$ cat config.mk
export PLATFORM = sky130hd
export DESIGN_NAME = assc_ctrl
export DESIGN_NICKNAME = d
export VERILOG_FILES = /design/src/shared/assc_pkg.sv /design/src/verilog/assc_ea_gen.sv /design/src/verilog/assc_ctrl.sv
export SDC_FILE = /design/constraint.sdc
export NUM_CORES = 1
export LEC_CHECK = 0
export BUFFER_PORTS_ARGS = -buffer_cell sky130_fd_sc_hd__buf_2
export CAP_MARGIN = 5
export CORE_MARGIN = 2
export CORE_UTILIZATION = 53
export CTS_BUF_LIST = sky130_fd_sc_hd__clkbuf_8
export CTS_CLUSTER_DIAMETER = 50
export DETAILED_ROUTE_END_ITERATION = 8
export PLACE_DENSITY = 0.86
export REMOVE_ABC_BUFFERS = 1
export SLEW_MARGIN = 20
export SYNTH_ARGS = -nofsm -noshare
export SYNTH_HDL_FRONTEND = slang
export SYNTH_SLANG_ARGS = --single-unit
$ cat constraint.sdc
create_clock -name CLOCK_I -period 6.4 [get_ports CLOCK_I]
set_input_delay 0.64 -clock CLOCK_I [delete_from_list [all_inputs] [get_ports CLOCK_I]]
set_output_delay 0.64 -clock CLOCK_I [all_outputs]
set_load 0.01 [all_outputs]
$ cat src/shared/assc_pkg.sv
/*
  Shared constants and types of the atomic, barrier and standby control block.
  Assumes one core clock and a single-outstanding memory port towards system logic.
*/
package assc_pkg;

  // ----------------------------------------
  // Widths and constants
  // ----------------------------------------
  localparam int ADDR_W = 32;
  localparam int DATA_W = 32;
  localparam int OFFSET_W = 16;
  localparam int STYPE_W = 5;
  localparam logic [1:0] ALIGN_ZERO = 2'h0;
  localparam logic [DATA_W-1:0] SC_PASS = 32'h00000001;
  localparam logic [DATA_W-1:0] SC_FAIL = 32'h00000000;
  localparam logic [ADDR_W-1:0] INSTR_BYTES = 32'h00000004;
  localparam logic [ADDR_W-1:0] ADDR_RST = 32'h00000000;
  localparam logic [DATA_W-1:0] DATA_RST = 32'h00000000;

  // ----------------------------------------
  // Operations, exceptions, memory commands, states
  // ----------------------------------------
  typedef enum logic [3:0] {
    OP_NONE, OP_LOAD, OP_STORE, OP_LL, OP_SC, OP_PREFETCH_INSTR, OP_SYNC, OP_WAIT, OP_EXCEPTION_RETURN_INSTR
  } assc_op_type;

  typedef enum logic [3:0] {
    EXC_NONE, EXC_ADDR_LOAD, EXC_ADDR_STORE, EXC_TLB_REFILL, EXC_TLB_INVALID,
    EXC_TLB_MOD, EXC_WATCH, EXC_COP_UNUSABLE, EXC_INT, EXC_NMI, EXC_DEBUG
  } assc_exc_type;

  typedef enum logic [1:0] {
    CMD_READ, CMD_WRITE, CMD_PREFETCH_INSTR, CMD_SYNC
  } assc_cmd_type;

  typedef enum logic [1:0] {
    ST_IDLE, ST_MEM, ST_DRAIN, ST_STANDBY
  } assc_state_type;

endpackage

$ cat src/verilog/assc_ea_gen.sv
/*
  Effective address former: base register plus sign-extended offset.
  Assumes base and offset are stable while the caller samples the result.
*/
`timescale 1ns/10ps
module assc_ea_gen (
  input wire logic [assc_pkg::ADDR_W-1:0] base_i,
  input wire logic [assc_pkg::OFFSET_W-1:0] offset_i,
  output logic [assc_pkg::ADDR_W-1:0] ea_o,
  output logic misaligned_o
);
  import assc_pkg::*;

  // ----------------------------------------
  // Address sum
  // ----------------------------------------
  logic [ADDR_W-1:0] offset_ext;

  always_comb begin
    offset_ext = {{(ADDR_W-OFFSET_W){offset_i[OFFSET_W-1]}}, offset_i};
    ea_o = base_i + offset_ext;
  end

  // Word access needs both low bits clear
  assign misaligned_o = (ea_o[1:0] != ALIGN_ZERO);

endmodule // assc_ea_gen

$ cat src/verilog/assc_ctrl.sv
/*
  Execution control for load-linked/store-conditional, prefetch, barrier and standby.
  Assumes the pipeline presents one operation at a time and system logic answers each
  memory request with one acknowledge; core clock gating is done outside on CLK_STOP_O.
*/
`timescale 1ns/10ps
// Operation
// - Prefetch never raises address or translation faults
// - Prefetch leaves locked cache lines untouched
// - Store-conditional address is base plus signed offset
// - Success stores word, then returns one
// - Failure leaves memory, returns zero
// - System lock answer decides store-conditional outcome
// - Exception return kills active sequence
// - Other accesses or far code: outcome unpredictable
// - Misaligned store-conditional raises address error
// - Any exception kills active sequence; one taken in the cycle a load-linked completes leaves the flag set
// - Store-conditional raises only five exception kinds
// - Barrier orders earlier accesses before later
// - Load done at writeback, store when visible
// - Barrier type zero full; others reserved
// - Barrier is signalled on memory interface
// - Barrier does not order instruction fetches
// - Standby stalls, drains requests, stops clock
// - Resets or unmasked interrupts end standby
// - Wake interrupt returns to following instruction
// - Standby code field is ignored
// - Standby without coprocessor access faults
// - Load-linked sets link flag, new sequence
module assc_ctrl (
  input wire logic CLOCK_I,
  input wire logic RST_I,
  input wire logic OP_VALID_I,
  input wire assc_pkg::assc_op_type OP_CODE_I,
  input wire logic [assc_pkg::ADDR_W-1:0] OP_PC_I,
  input wire logic [assc_pkg::ADDR_W-1:0] BASE_I,
  input wire logic [assc_pkg::OFFSET_W-1:0] OFFSET_I,
  input wire logic [assc_pkg::DATA_W-1:0] RT_DATA_I,
  input wire logic [assc_pkg::STYPE_W-1:0] STYPE_I,
  input wire logic CP0_USABLE_I,
  input wire logic XLAT_EXC_I,
  input wire assc_pkg::assc_exc_type XLAT_CODE_I,
  input wire logic WATCH_I,
  input wire logic EXC_TAKEN_I,
  input wire logic MEM_ACK_I,
  input wire logic [assc_pkg::DATA_W-1:0] MEM_RDATA_I,
  input wire logic MEM_SC_FAIL_I,
  input wire logic MEM_IDLE_I,
  input wire logic COLD_RESET_I,
  input wire logic NMI_I,
  input wire logic INT_I,
  input wire logic INT_ENABLE_I,
  input wire logic DEBUG_INTERRUPT_I,
  output logic OP_READY_O,
  output logic RESULT_VALID_O,
  output logic [assc_pkg::DATA_W-1:0] RESULT_O,
  output logic EXC_VALID_O,
  output assc_pkg::assc_exc_type EXC_CODE_O,
  output logic [assc_pkg::ADDR_W-1:0] EXC_PC_O,
  output logic LINK_FLAG_O,
  output logic MEM_REQ_O,
  output assc_pkg::assc_cmd_type MEM_CMD_O,
  output logic [assc_pkg::ADDR_W-1:0] MEM_ADDR_O,
  output logic [assc_pkg::DATA_W-1:0] MEM_WDATA_O,
  output logic MEM_LOCK_O,
  output logic [assc_pkg::STYPE_W-1:0] MEM_STYPE_O,
  output logic CLK_STOP_O
);
  import assc_pkg::*;

  // ----------------------------------------
  // Declarations
  // ----------------------------------------
  assc_state_type state_q, state_d;
  assc_op_type op_q;
  logic ready_q, link_q, req_q, lock_q, clk_stop_q;
  logic res_valid_q, exc_valid_q;
  logic [DATA_W-1:0] result_q, wdata_q;
  logic [ADDR_W-1:0] addr_q, exc_pc_q, wake_pc_q;
  logic [STYPE_W-1:0] stype_q;
  assc_cmd_type cmd_q;
  assc_exc_type exc_code_q, fault_code, sc_xlat_code;
  logic [ADDR_W-1:0] ea;
  logic misaligned, take, data_fault, sc_xlat_ok, wake, wake_int, mem_done, ll_done;

  assc_ea_gen u_ea (
    .base_i(BASE_I),
    .offset_i(OFFSET_I),
    .ea_o(ea),
    .misaligned_o(misaligned)
  );

  // ----------------------------------------
  // Decode helpers
  // ----------------------------------------
  assign take = OP_VALID_I && ready_q && (state_q == ST_IDLE);
  assign data_fault = misaligned || XLAT_EXC_I || WATCH_I;
  assign mem_done = (state_q == ST_MEM) && MEM_ACK_I;
  assign ll_done = mem_done && (op_q == OP_LL);
  // Only the causes a store-conditional may report pass through
  assign sc_xlat_ok = (XLAT_CODE_I == EXC_TLB_REFILL) || (XLAT_CODE_I == EXC_TLB_INVALID)
                      || (XLAT_CODE_I == EXC_TLB_MOD);
  assign sc_xlat_code = sc_xlat_ok ? XLAT_CODE_I : EXC_TLB_INVALID;
  // Masked general interrupts do not wake the core
  assign wake_int = NMI_I || DEBUG_INTERRUPT_I || (INT_I && INT_ENABLE_I);
  assign wake = COLD_RESET_I || wake_int;

  always_comb begin
    fault_code = EXC_NONE;
    if (misaligned) begin
      fault_code = (OP_CODE_I == OP_SC || OP_CODE_I == OP_STORE) ? EXC_ADDR_STORE : EXC_ADDR_LOAD;
    end else if (XLAT_EXC_I) begin
      fault_code = (OP_CODE_I == OP_SC) ? sc_xlat_code : XLAT_CODE_I;
    end else if (WATCH_I) begin
      fault_code = EXC_WATCH;
    end
  end

  // ----------------------------------------
  // Sequencer
  // ----------------------------------------
  always_comb begin
    state_d = state_q;
    case (state_q)
      ST_IDLE: begin
        if (take) begin
          case (OP_CODE_I)
            OP_LOAD, OP_STORE, OP_LL: begin
              if (!data_fault) begin
                state_d = ST_MEM;
              end
            end
            OP_SC: begin
              if (!data_fault && link_q) begin
                state_d = ST_MEM;
              end
            end
            OP_PREFETCH_INSTR: begin
              // Untranslatable hint is dropped silently
              if (!XLAT_EXC_I) begin
                state_d = ST_MEM;
              end
            end
            OP_SYNC: state_d = ST_MEM;
            OP_WAIT: begin
              if (CP0_USABLE_I) begin
                state_d = ST_DRAIN;
              end
            end
            default: state_d = ST_IDLE;
          endcase
        end
      end
      ST_MEM: begin
        // One request outstanding at a time keeps ordering trivially
        if (MEM_ACK_I) begin
          state_d = ST_IDLE;
        end
      end
      ST_DRAIN: begin
        if (wake) begin
          state_d = ST_IDLE;
        end else if (MEM_IDLE_I) begin
          state_d = ST_STANDBY;
        end
      end
      ST_STANDBY: begin
        if (wake) begin
          state_d = ST_IDLE;
        end
      end
      default: state_d = ST_IDLE;
    endcase
  end

  always_ff @(posedge CLOCK_I or posedge RST_I) begin
    if (RST_I) begin
      state_q <= ST_IDLE;
      ready_q <= 1'b0;
      clk_stop_q <= 1'b0;
    end else begin
      state_q <= state_d;
      // Pipeline stalls while anything is in flight
      ready_q <= (state_d == ST_IDLE);
      clk_stop_q <= (state_d == ST_STANDBY);
    end
  end

  // ----------------------------------------
  // Link flag
  // ----------------------------------------
  // Other loads, stores and prefetches leave the flag alone; outcome is then
  // whatever the lock logic answers. Far-apart code is not tracked
  always_ff @(posedge CLOCK_I or posedge RST_I) begin
    if (RST_I) begin
      link_q <= 1'b0;
    end else if (ll_done) begin
      link_q <= 1'b1;
    end else if (take && OP_CODE_I == OP_EXCEPTION_RETURN_INSTR) begin
      link_q <= 1'b0;
    end else if (EXC_TAKEN_I || exc_valid_q) begin
      link_q <= 1'b0;
    end else if (mem_done && op_q == OP_SC) begin
      link_q <= 1'b0;
    end
  end

  // ----------------------------------------
  // Memory port
  // ----------------------------------------
  always_ff @(posedge CLOCK_I or posedge RST_I) begin
    if (RST_I) begin
      req_q <= 1'b0;
      lock_q <= 1'b0;
      op_q <= OP_NONE;
      cmd_q <= CMD_READ;
      addr_q <= ADDR_RST;
      wdata_q <= DATA_RST;
      stype_q <= '0;
    end else if (state_q == ST_IDLE && state_d == ST_MEM) begin
      req_q <= 1'b1;
      op_q <= OP_CODE_I;
      addr_q <= ea;
      wdata_q <= RT_DATA_I;
      lock_q <= (OP_CODE_I == OP_SC);
      // Barrier type goes out on MEM_STYPE_O unchanged, nonzero types too
      stype_q <= STYPE_I;
      case (OP_CODE_I)
        OP_STORE, OP_SC: cmd_q <= CMD_WRITE;
        // Prefetch is a read hint only; no line state is written
        OP_PREFETCH_INSTR: cmd_q <= CMD_PREFETCH_INSTR;
        OP_SYNC: cmd_q <= CMD_SYNC;
        default: cmd_q <= CMD_READ;
      endcase
    end else if (mem_done) begin
      req_q <= 1'b0;
      lock_q <= 1'b0;
    end
  end

  // ----------------------------------------
  // Register writeback
  // ----------------------------------------
  always_ff @(posedge CLOCK_I or posedge RST_I) begin
    if (RST_I) begin
      res_valid_q <= 1'b0;
      result_q <= DATA_RST;
    end else begin
      res_valid_q <= 1'b0;
      if (take && OP_CODE_I == OP_SC && !data_fault && !link_q) begin
        res_valid_q <= 1'b1;
        result_q <= SC_FAIL;
      end else if (mem_done && (op_q == OP_LOAD || op_q == OP_LL)) begin
        res_valid_q <= 1'b1;
        result_q <= MEM_RDATA_I;
      end else if (mem_done && op_q == OP_SC) begin
        res_valid_q <= 1'b1;
        result_q <= MEM_SC_FAIL_I ? SC_FAIL : SC_PASS;
      end
    end
  end

  // ----------------------------------------
  // Exceptions and wake
  // ----------------------------------------
  always_ff @(posedge CLOCK_I or posedge RST_I) begin
    if (RST_I) begin
      wake_pc_q <= ADDR_RST;
    end else if (take && OP_CODE_I == OP_WAIT) begin
      wake_pc_q <= OP_PC_I + INSTR_BYTES;
    end
  end

  always_ff @(posedge CLOCK_I or posedge RST_I) begin
    if (RST_I) begin
      exc_valid_q <= 1'b0;
      exc_code_q <= EXC_NONE;
      exc_pc_q <= ADDR_RST;
    end else begin
      exc_valid_q <= 1'b0;
      if (take && data_fault && OP_CODE_I inside {OP_LOAD, OP_STORE, OP_LL, OP_SC}) begin
        exc_valid_q <= 1'b1;
        exc_code_q <= fault_code;
        exc_pc_q <= OP_PC_I;
      end else if (take && OP_CODE_I == OP_WAIT && !CP0_USABLE_I) begin
        // Code field of the standby instruction is never decoded
        exc_valid_q <= 1'b1;
        exc_code_q <= EXC_COP_UNUSABLE;
        exc_pc_q <= OP_PC_I;
      end else if ((state_q == ST_DRAIN || state_q == ST_STANDBY) && !COLD_RESET_I && wake_int) begin
        exc_valid_q <= 1'b1;
        exc_pc_q <= wake_pc_q;
        if (DEBUG_INTERRUPT_I) begin
          exc_code_q <= EXC_DEBUG;
        end else if (NMI_I) begin
          exc_code_q <= EXC_NMI;
        end else begin
          exc_code_q <= EXC_INT;
        end
      end
    end
  end

  // ----------------------------------------
  // Outputs
  // ----------------------------------------
  // Instruction fetch has its own port and is not held by barriers
  assign OP_READY_O = ready_q;
  assign RESULT_VALID_O = res_valid_q;
  assign RESULT_O = result_q;
  assign EXC_VALID_O = exc_valid_q;
  assign EXC_CODE_O = exc_code_q;
  assign EXC_PC_O = exc_pc_q;
  assign LINK_FLAG_O = link_q;
  assign MEM_REQ_O = req_q;
  assign MEM_CMD_O = cmd_q;
  assign MEM_ADDR_O = addr_q;
  assign MEM_WDATA_O = wdata_q;
  assign MEM_LOCK_O = lock_q;
  assign MEM_STYPE_O = stype_q;
  assign CLK_STOP_O = clk_stop_q;
endmodule // assc_ctrl

Word-level counts from Yosys, hierarchy flattened. Cells that the tools add are included.

Add/subtract/negate cells: 2. Equal/unequal tests: 19. Multiplexer cells: 43. Reduce and logical (&&, ||, !) cells: 44.

Operators by type and width (count): $mux 32 (6); $add 32x3->32 const B (1); $add 32x32->32 (1); $eq 4x3->1 const B (7); $mux 4 (7); $mux 2 (11); $logic_and 1x1->1 (19); $eq 4x2->1 const B (4); $mux 1 (15); $logic_or 1x1->1 (11); $pmux 2 s5 (1); $eq 4x1->1 const B (2); $pmux 2 s4 (1); $reduce_bool 4->1 (2); $eq 2x2->1 const B (3); $pmux 2 s3 (1); $reduce_bool 3->1 (2); $eq 2x1->1 const B (2); $eq 4x4->1 const B (1); $logic_not 1->1 (4); $logic_not 2->1 (2); $reduce_bool 2->1 (2); $mux 3 (1); $reduce_or 3->1 (1); $reduce_or 2->1 (1).

Register bits: 184. Output and inout bits: 146.

Longest topological paths before layout.
Depth in word-level cells: 13. Depth in mapped cells: 12. Mapped depth without buffers: 10.

Cells and area by module. A second synthesis with hierarchy kept.

Cell total of the unflattened synthesis: 867. Area, all modules: 9937.0 um^2.

Modules (own cells, without submodules): assc_ctrl (instances 1, cells an instance 626, area each 8186.6 um^2); assc_ea_gen (instances 1, cells an instance 241, area each 1750.4 um^2).

Worst setup path before layout. No wires, ideal clock.

Kind: input port to flip-flop. From: input port BASE_I[0] (netlist bit). To: register addr_q[30], in the netlist MEM_ADDR_O[30]. Library setup time: 104 ps. Data arrival time: 2910 ps. Slack: 3386 ps. Stages: 10. Buffers on the path: 0. Path through: ha_1 > inv_1 > fa_1 > and2b_2 > o2111ai_4 > a2111oi_4 > o211ai_4 > a2111oi_4 > mux2_1 > o311ai_1.

Longest elaborated chain between the ends: 12.

RTL lines: start: declaration (RTL line assc_ctrl.sv:36) `input wire logic [assc_pkg::ADDR_W-1:0] BASE_I,`; $add 32x32->32 (*) (RTL line assc_ea_gen.sv:21) `ea_o = base_i + offset_ext;`; $reduce_bool 2->1 (RTL line assc_ea_gen.sv:25) `assign misaligned_o = (ea_o[1:0] != ALIGN_ZERO);`; $logic_or 1x1->1 (2 in series) (RTL line assc_ctrl.sv:97) `assign data_fault = misaligned || XLAT_EXC_I || WATCH_I;`; $logic_not 1->1 (RTL line assc_ctrl.sv:134) `if (!data_fault && link_q) begin`; $logic_and 1x1->1 (RTL line assc_ctrl.sv:134); $mux 2 (RTL line assc_ctrl.sv:134); $pmux 2 s5 (RTL line assc_ctrl.sv:127) `case (OP_CODE_I)`; $mux 2 (RTL line assc_ctrl.sv:126) `if (take) begin`; $pmux 2 s4 (RTL line assc_ctrl.sv:124) `case (state_q)`; $eq 2x1->1 (RTL line assc_ctrl.sv:220) `end else if (state_q == ST_IDLE && state_d == ST_MEM) begin`; $logic_and 1x1->1 (RTL line assc_ctrl.sv:220); end signal: assignment (RTL line assc_ctrl.sv:217) `addr_q <= ADDR_RST;`; end signal: assignment (RTL line assc_ctrl.sv:223) `addr_q <= ea;`; end: declaration (RTL line assc_ctrl.sv:79) `logic [ADDR_W-1:0] addr_q, exc_pc_q, wake_pc_q;`.

Mark *: on every way between the ends. The rest lies on a longest branch, timed or not. A chain may end at the register's enable or synchronous reset.

Worst setup path in the final report.
From: input port BASE_I[0] (netlist bit). To: register exc_code_q[0], in the netlist EXC_CODE_O[0].

Longest elaborated chain between the ends: 7.

RTL lines: $add 32x32->32 (*) (RTL line assc_ea_gen.sv:21); $reduce_bool 2->1 (*) (RTL line assc_ea_gen.sv:25); $logic_or 1x1->1 (2 in series) (RTL line assc_ctrl.sv:97); $logic_and 1x1->1 (2 in series) (RTL line assc_ctrl.sv:281) `if (take && data_fault && OP_CODE_I inside {OP_LOAD, OP_STORE, OP_LL, OP_SC}) begin`; $reduce_bool 3->1 (no line) or $mux 4 (tied branches); end signal: assignment (RTL line assc_ctrl.sv:283) `exc_code_q <= fault_code;`; end: declaration (RTL line assc_ctrl.sv:82) `assc_exc_type exc_code_q, fault_code, sc_xlat_code;`.

Marked as above.

==> impl_metrics.tcl <==
set metrics [dict create \
    hold_class "in -> async" \
    skew_ps 20.9 \
    fmax_ghz 0.323 \
    fill_cells 1444 \
    grt_max_degree 118 \
    synth_top_family_by_area "compound AO/OA/AOI/OAI gates" \
    cts_root_buffer "clkbuf_8" \
    setup_viol 0 \
    synth_xor_area_frac 0.0433 \
    clk_path_buf_depth 2 \
    fin_hold_ws_ps 280 \
    synth_mux_area_frac 0.00921 \
    layout.cells.non_filler 1564 \
    clock_latency_ps 460 \
    synth_cell_types 70 \
    path_delay_family "buffers and inverters" \
    crit_path_max_incr_delay_ps 440 \
    wirelength_um 25300 \
    slew_headroom 0.342 \
    synthArstFlopShare 1.00 \
    antenna_found_initial 3 \
    avgSynthCellArea_um2 9.21 \
    maxCapViolCount 0 \
    p_per_area_nw_per_um2 369 \
    finalMaxSlewViolations 0 \
    ys.flop_type "dfrtp_1" \
    fin_crit_sh 0.484 \
    io_pins 318 \
    areaGrowthSynthToFinish_pct 22.5 \
    path_cells "buf_2 -> ha_1 -> inv_1 -> fa_1 -> nor2b_1 -> a211o_1 -> or3_1 -> o31ai_4 -> buf_4 -> nor2_2 -> buf_4 -> nand2_1 -> o21ai_0" \
    cp_slowest_cell "fa_1" \
    final_nets 1530 \
    grt_setup_unrepaired "no" \
    cts.sinks 184 \
    critPathBufInv 4 \
    final_hold_viol_count 0 \
    drt_iter0_drc 623 \
    ys_seq_area_frac 0.484 \
    outcome "complete, no violations" \
    dp_hpwl_um 18500 \
    die_w_um 138 \
    period_minus_slack_ps 3100 \
    worst_slew_pin_slew_ps 986 \
    yosys_warnings 0 \
    grt_util_all_layers 0.260 \
    crit_arrival_ps 3410 \
    irDropWorstVdd_v 0.000215 \
    grt_pass1_wl_um 39400 \
    cp_common_cell "buf_4" \
    place_area_um2 11300 \
    layout-drive-gt1-share 0.288 \
    synth_area_um2 9510 \
    chipHeight_um 138 \
    htree_levels 4 \
    coreArea_um2 17400 \
    cts_tree "yes" \
    ys_seq_elements 184 \
    crit_type "in -> reg" \
    dp.cells 1531 \
    post-route-util 0.668 \
    setup_tns_ps 0 \
    final_antenna_net_count 0 \
    p_leak_nw 6.04 \
    synth_fa_ha_area_frac 0.0442 \
    synth-edff-count 0 \
    avgRoutedWirePerCell_um 16.2 \
    crit_required_ps 6710 \
    grt_overflow_total 0 \
    port_buffers 317 \
    cts_made_buffers 17 \
    gp_congestion 0.900 \
    cp-end-kind "register" \
    initial_utilization 0.546 \
    synth-compound-area-share 0.193 \
    fin_area_um2 11600 \
    drt-vias-per-instance 5.62 \
    syn_inst 1032 \
    cts_hold_buf 0 \
    post_cts_resized 0 \
    crit_fanout 37 \
    synth_simple_gate_area_frac 0.193 \
    path_clk_slew_ps 110 \
    rows 48 \
    grt_pass1_vias 8228 \
    postCtsSetupBuffers 0 \
    drt_pre_antenna_iters 8 \
    dr_total_vias 8793 \
    die-area_um2 19000 \
    post-route-drc-count 0 \
    crit_path_start_kind "primary input" \
]
==> sequential cells by signal, summed over array words and instances (netlist names), 2 cells and up <==
signal       cells
EXC_CODE_O       4
MEM_ADDR_O      32
state_q          2
MEM_CMD_O        2
op_q             4
RESULT_O        32
wake_pc_q       32
EXC_PC_O        32
MEM_WDATA_O     32
MEM_STYPE_O      5
==> cell usage in the layout (no fill, tap or decap), types with 4 or more instances in the layout <==
| cell type | count |
|---|---|
| o21bai_1 | 4 |
| nor3_1 | 14 |
| nor2_1 | 74 |
| and3_1 | 6 |
| or3_1 | 9 |
| a22o_1 | 34 |
| a21o_1 | 14 |
| a31oi_1 | 8 |
| nand3_1 | 26 |
| and4_1 | 5 |
| clkbuf_8 | 17 |
| o31ai_1 | 7 |
| a22oi_1 | 32 |
| o21ai_0 | 43 |
| nand4_1 | 10 |
| and2_1 | 4 |
| mux2_2 | 5 |
| o211ai_1 | 4 |
| xnor2_1 | 21 |
| buf_4 | 7 |
| inv_1 | 24 |
| nand2_1 | 253 |
| a211oi_1 | 4 |
| a21oi_1 | 65 |
| nand2b_1 | 6 |
| ha_1 | 32 |
| nor2b_1 | 6 |
| o21a_1 | 8 |
| buf_2 | 317 |
| xor2_1 | 26 |
| dfrtp_1 | 184 |
| inv_8 | 7 |
==> cell usage after synthesis (10+ instances only) <==
master | n | area share
a22oi_1 | 32 | 0.025
buf_2 | 15 | 0.0079
a22o_1 | 34 | 0.031
ha_1 | 32 | 0.042
inv_1 | 24 | 0.0095
o21ai_0 | 43 | 0.023
nor2_1 | 75 | 0.030
xnor2_1 | 21 | 0.019
nand3_1 | 26 | 0.014
nor3_1 | 14 | 0.0074
a21o_1 | 15 | 0.012
nand2_1 | 253 | 0.10
clkbuf_1 | 30 | 0.012
dfrtp_1 | 184 | 0.48
xor2_1 | 26 | 0.024
a21oi_1 | 65 | 0.034
nand4_1 | 10 | 0.0066
==> kinds of logic after synthesis <==
kind of cell             count (synthesis)
flip-flops                             184
adder cells (fa/ha/maj)                 33
multiplexers                             8
AO/OA/AOI/OAI                          259
XOR/XNOR                                47
AND/OR/NAND/NOR                        427
buffers and inverters                   74
==> through the flow <==
step / setup WS [ps] / power [mW]
after floorplan: 760 / 2.83
after global placement: 2960 / 3.47
after detailed placement: 2840 / 3.55
after CTS: 3330 / 4.32
after global routing: 3160 / 4.60
final: 3300 / 4.29
==> worst paths after layout <==
path	start	end	slack, ps	cells after the start
worst min-delay path	RST_I	EXC_PC_O[25]	280	2
worst min register to register	EXC_PC_O[13]	EXC_PC_O[13]	480	2
worst max-delay path	BASE_I[0]	EXC_CODE_O[0]	3300	13
max in group asynchronous	RST_I	MEM_WDATA_O[23]	4660	3
worst max register to register	state_q[1]	EXC_CODE_O[0]	3670	8
min in group CLOCK_I	RT_DATA_I[4]	MEM_WDATA_O[4]	360	3
==> metal layers <==
metal	share of wire	global-route usage	vias to the layer above
li1	-	-	4189
met1	0.40	0.327	4121
met2	0.49	0.438	413
met3	0.080	0.0643	66
met4	0.025	0.0913	4
met5	0.0010	0	-
==> area by class of cell <==
class	count	area, um^2	share of cell area
clock inverter	15	154	0.0132
multi-input combinational	774	4630	0.398
tap	225	282	0.0242
antenna	1	2.50	0.000215
clock buffer	17	234	0.0201
sequential	184	4600	0.395
inverter	24	97.6	0.00838
timing repair buffer	324	1640	0.141
==> where the power goes <==
part           switching [mW]  internal (mW)
Clock                   0.471          0.293
Sequential              0.287           1.68
Combinational           0.880          0.680
Total                    1.64           2.65
Note: power is estimated with default switching activity, not from simulation.
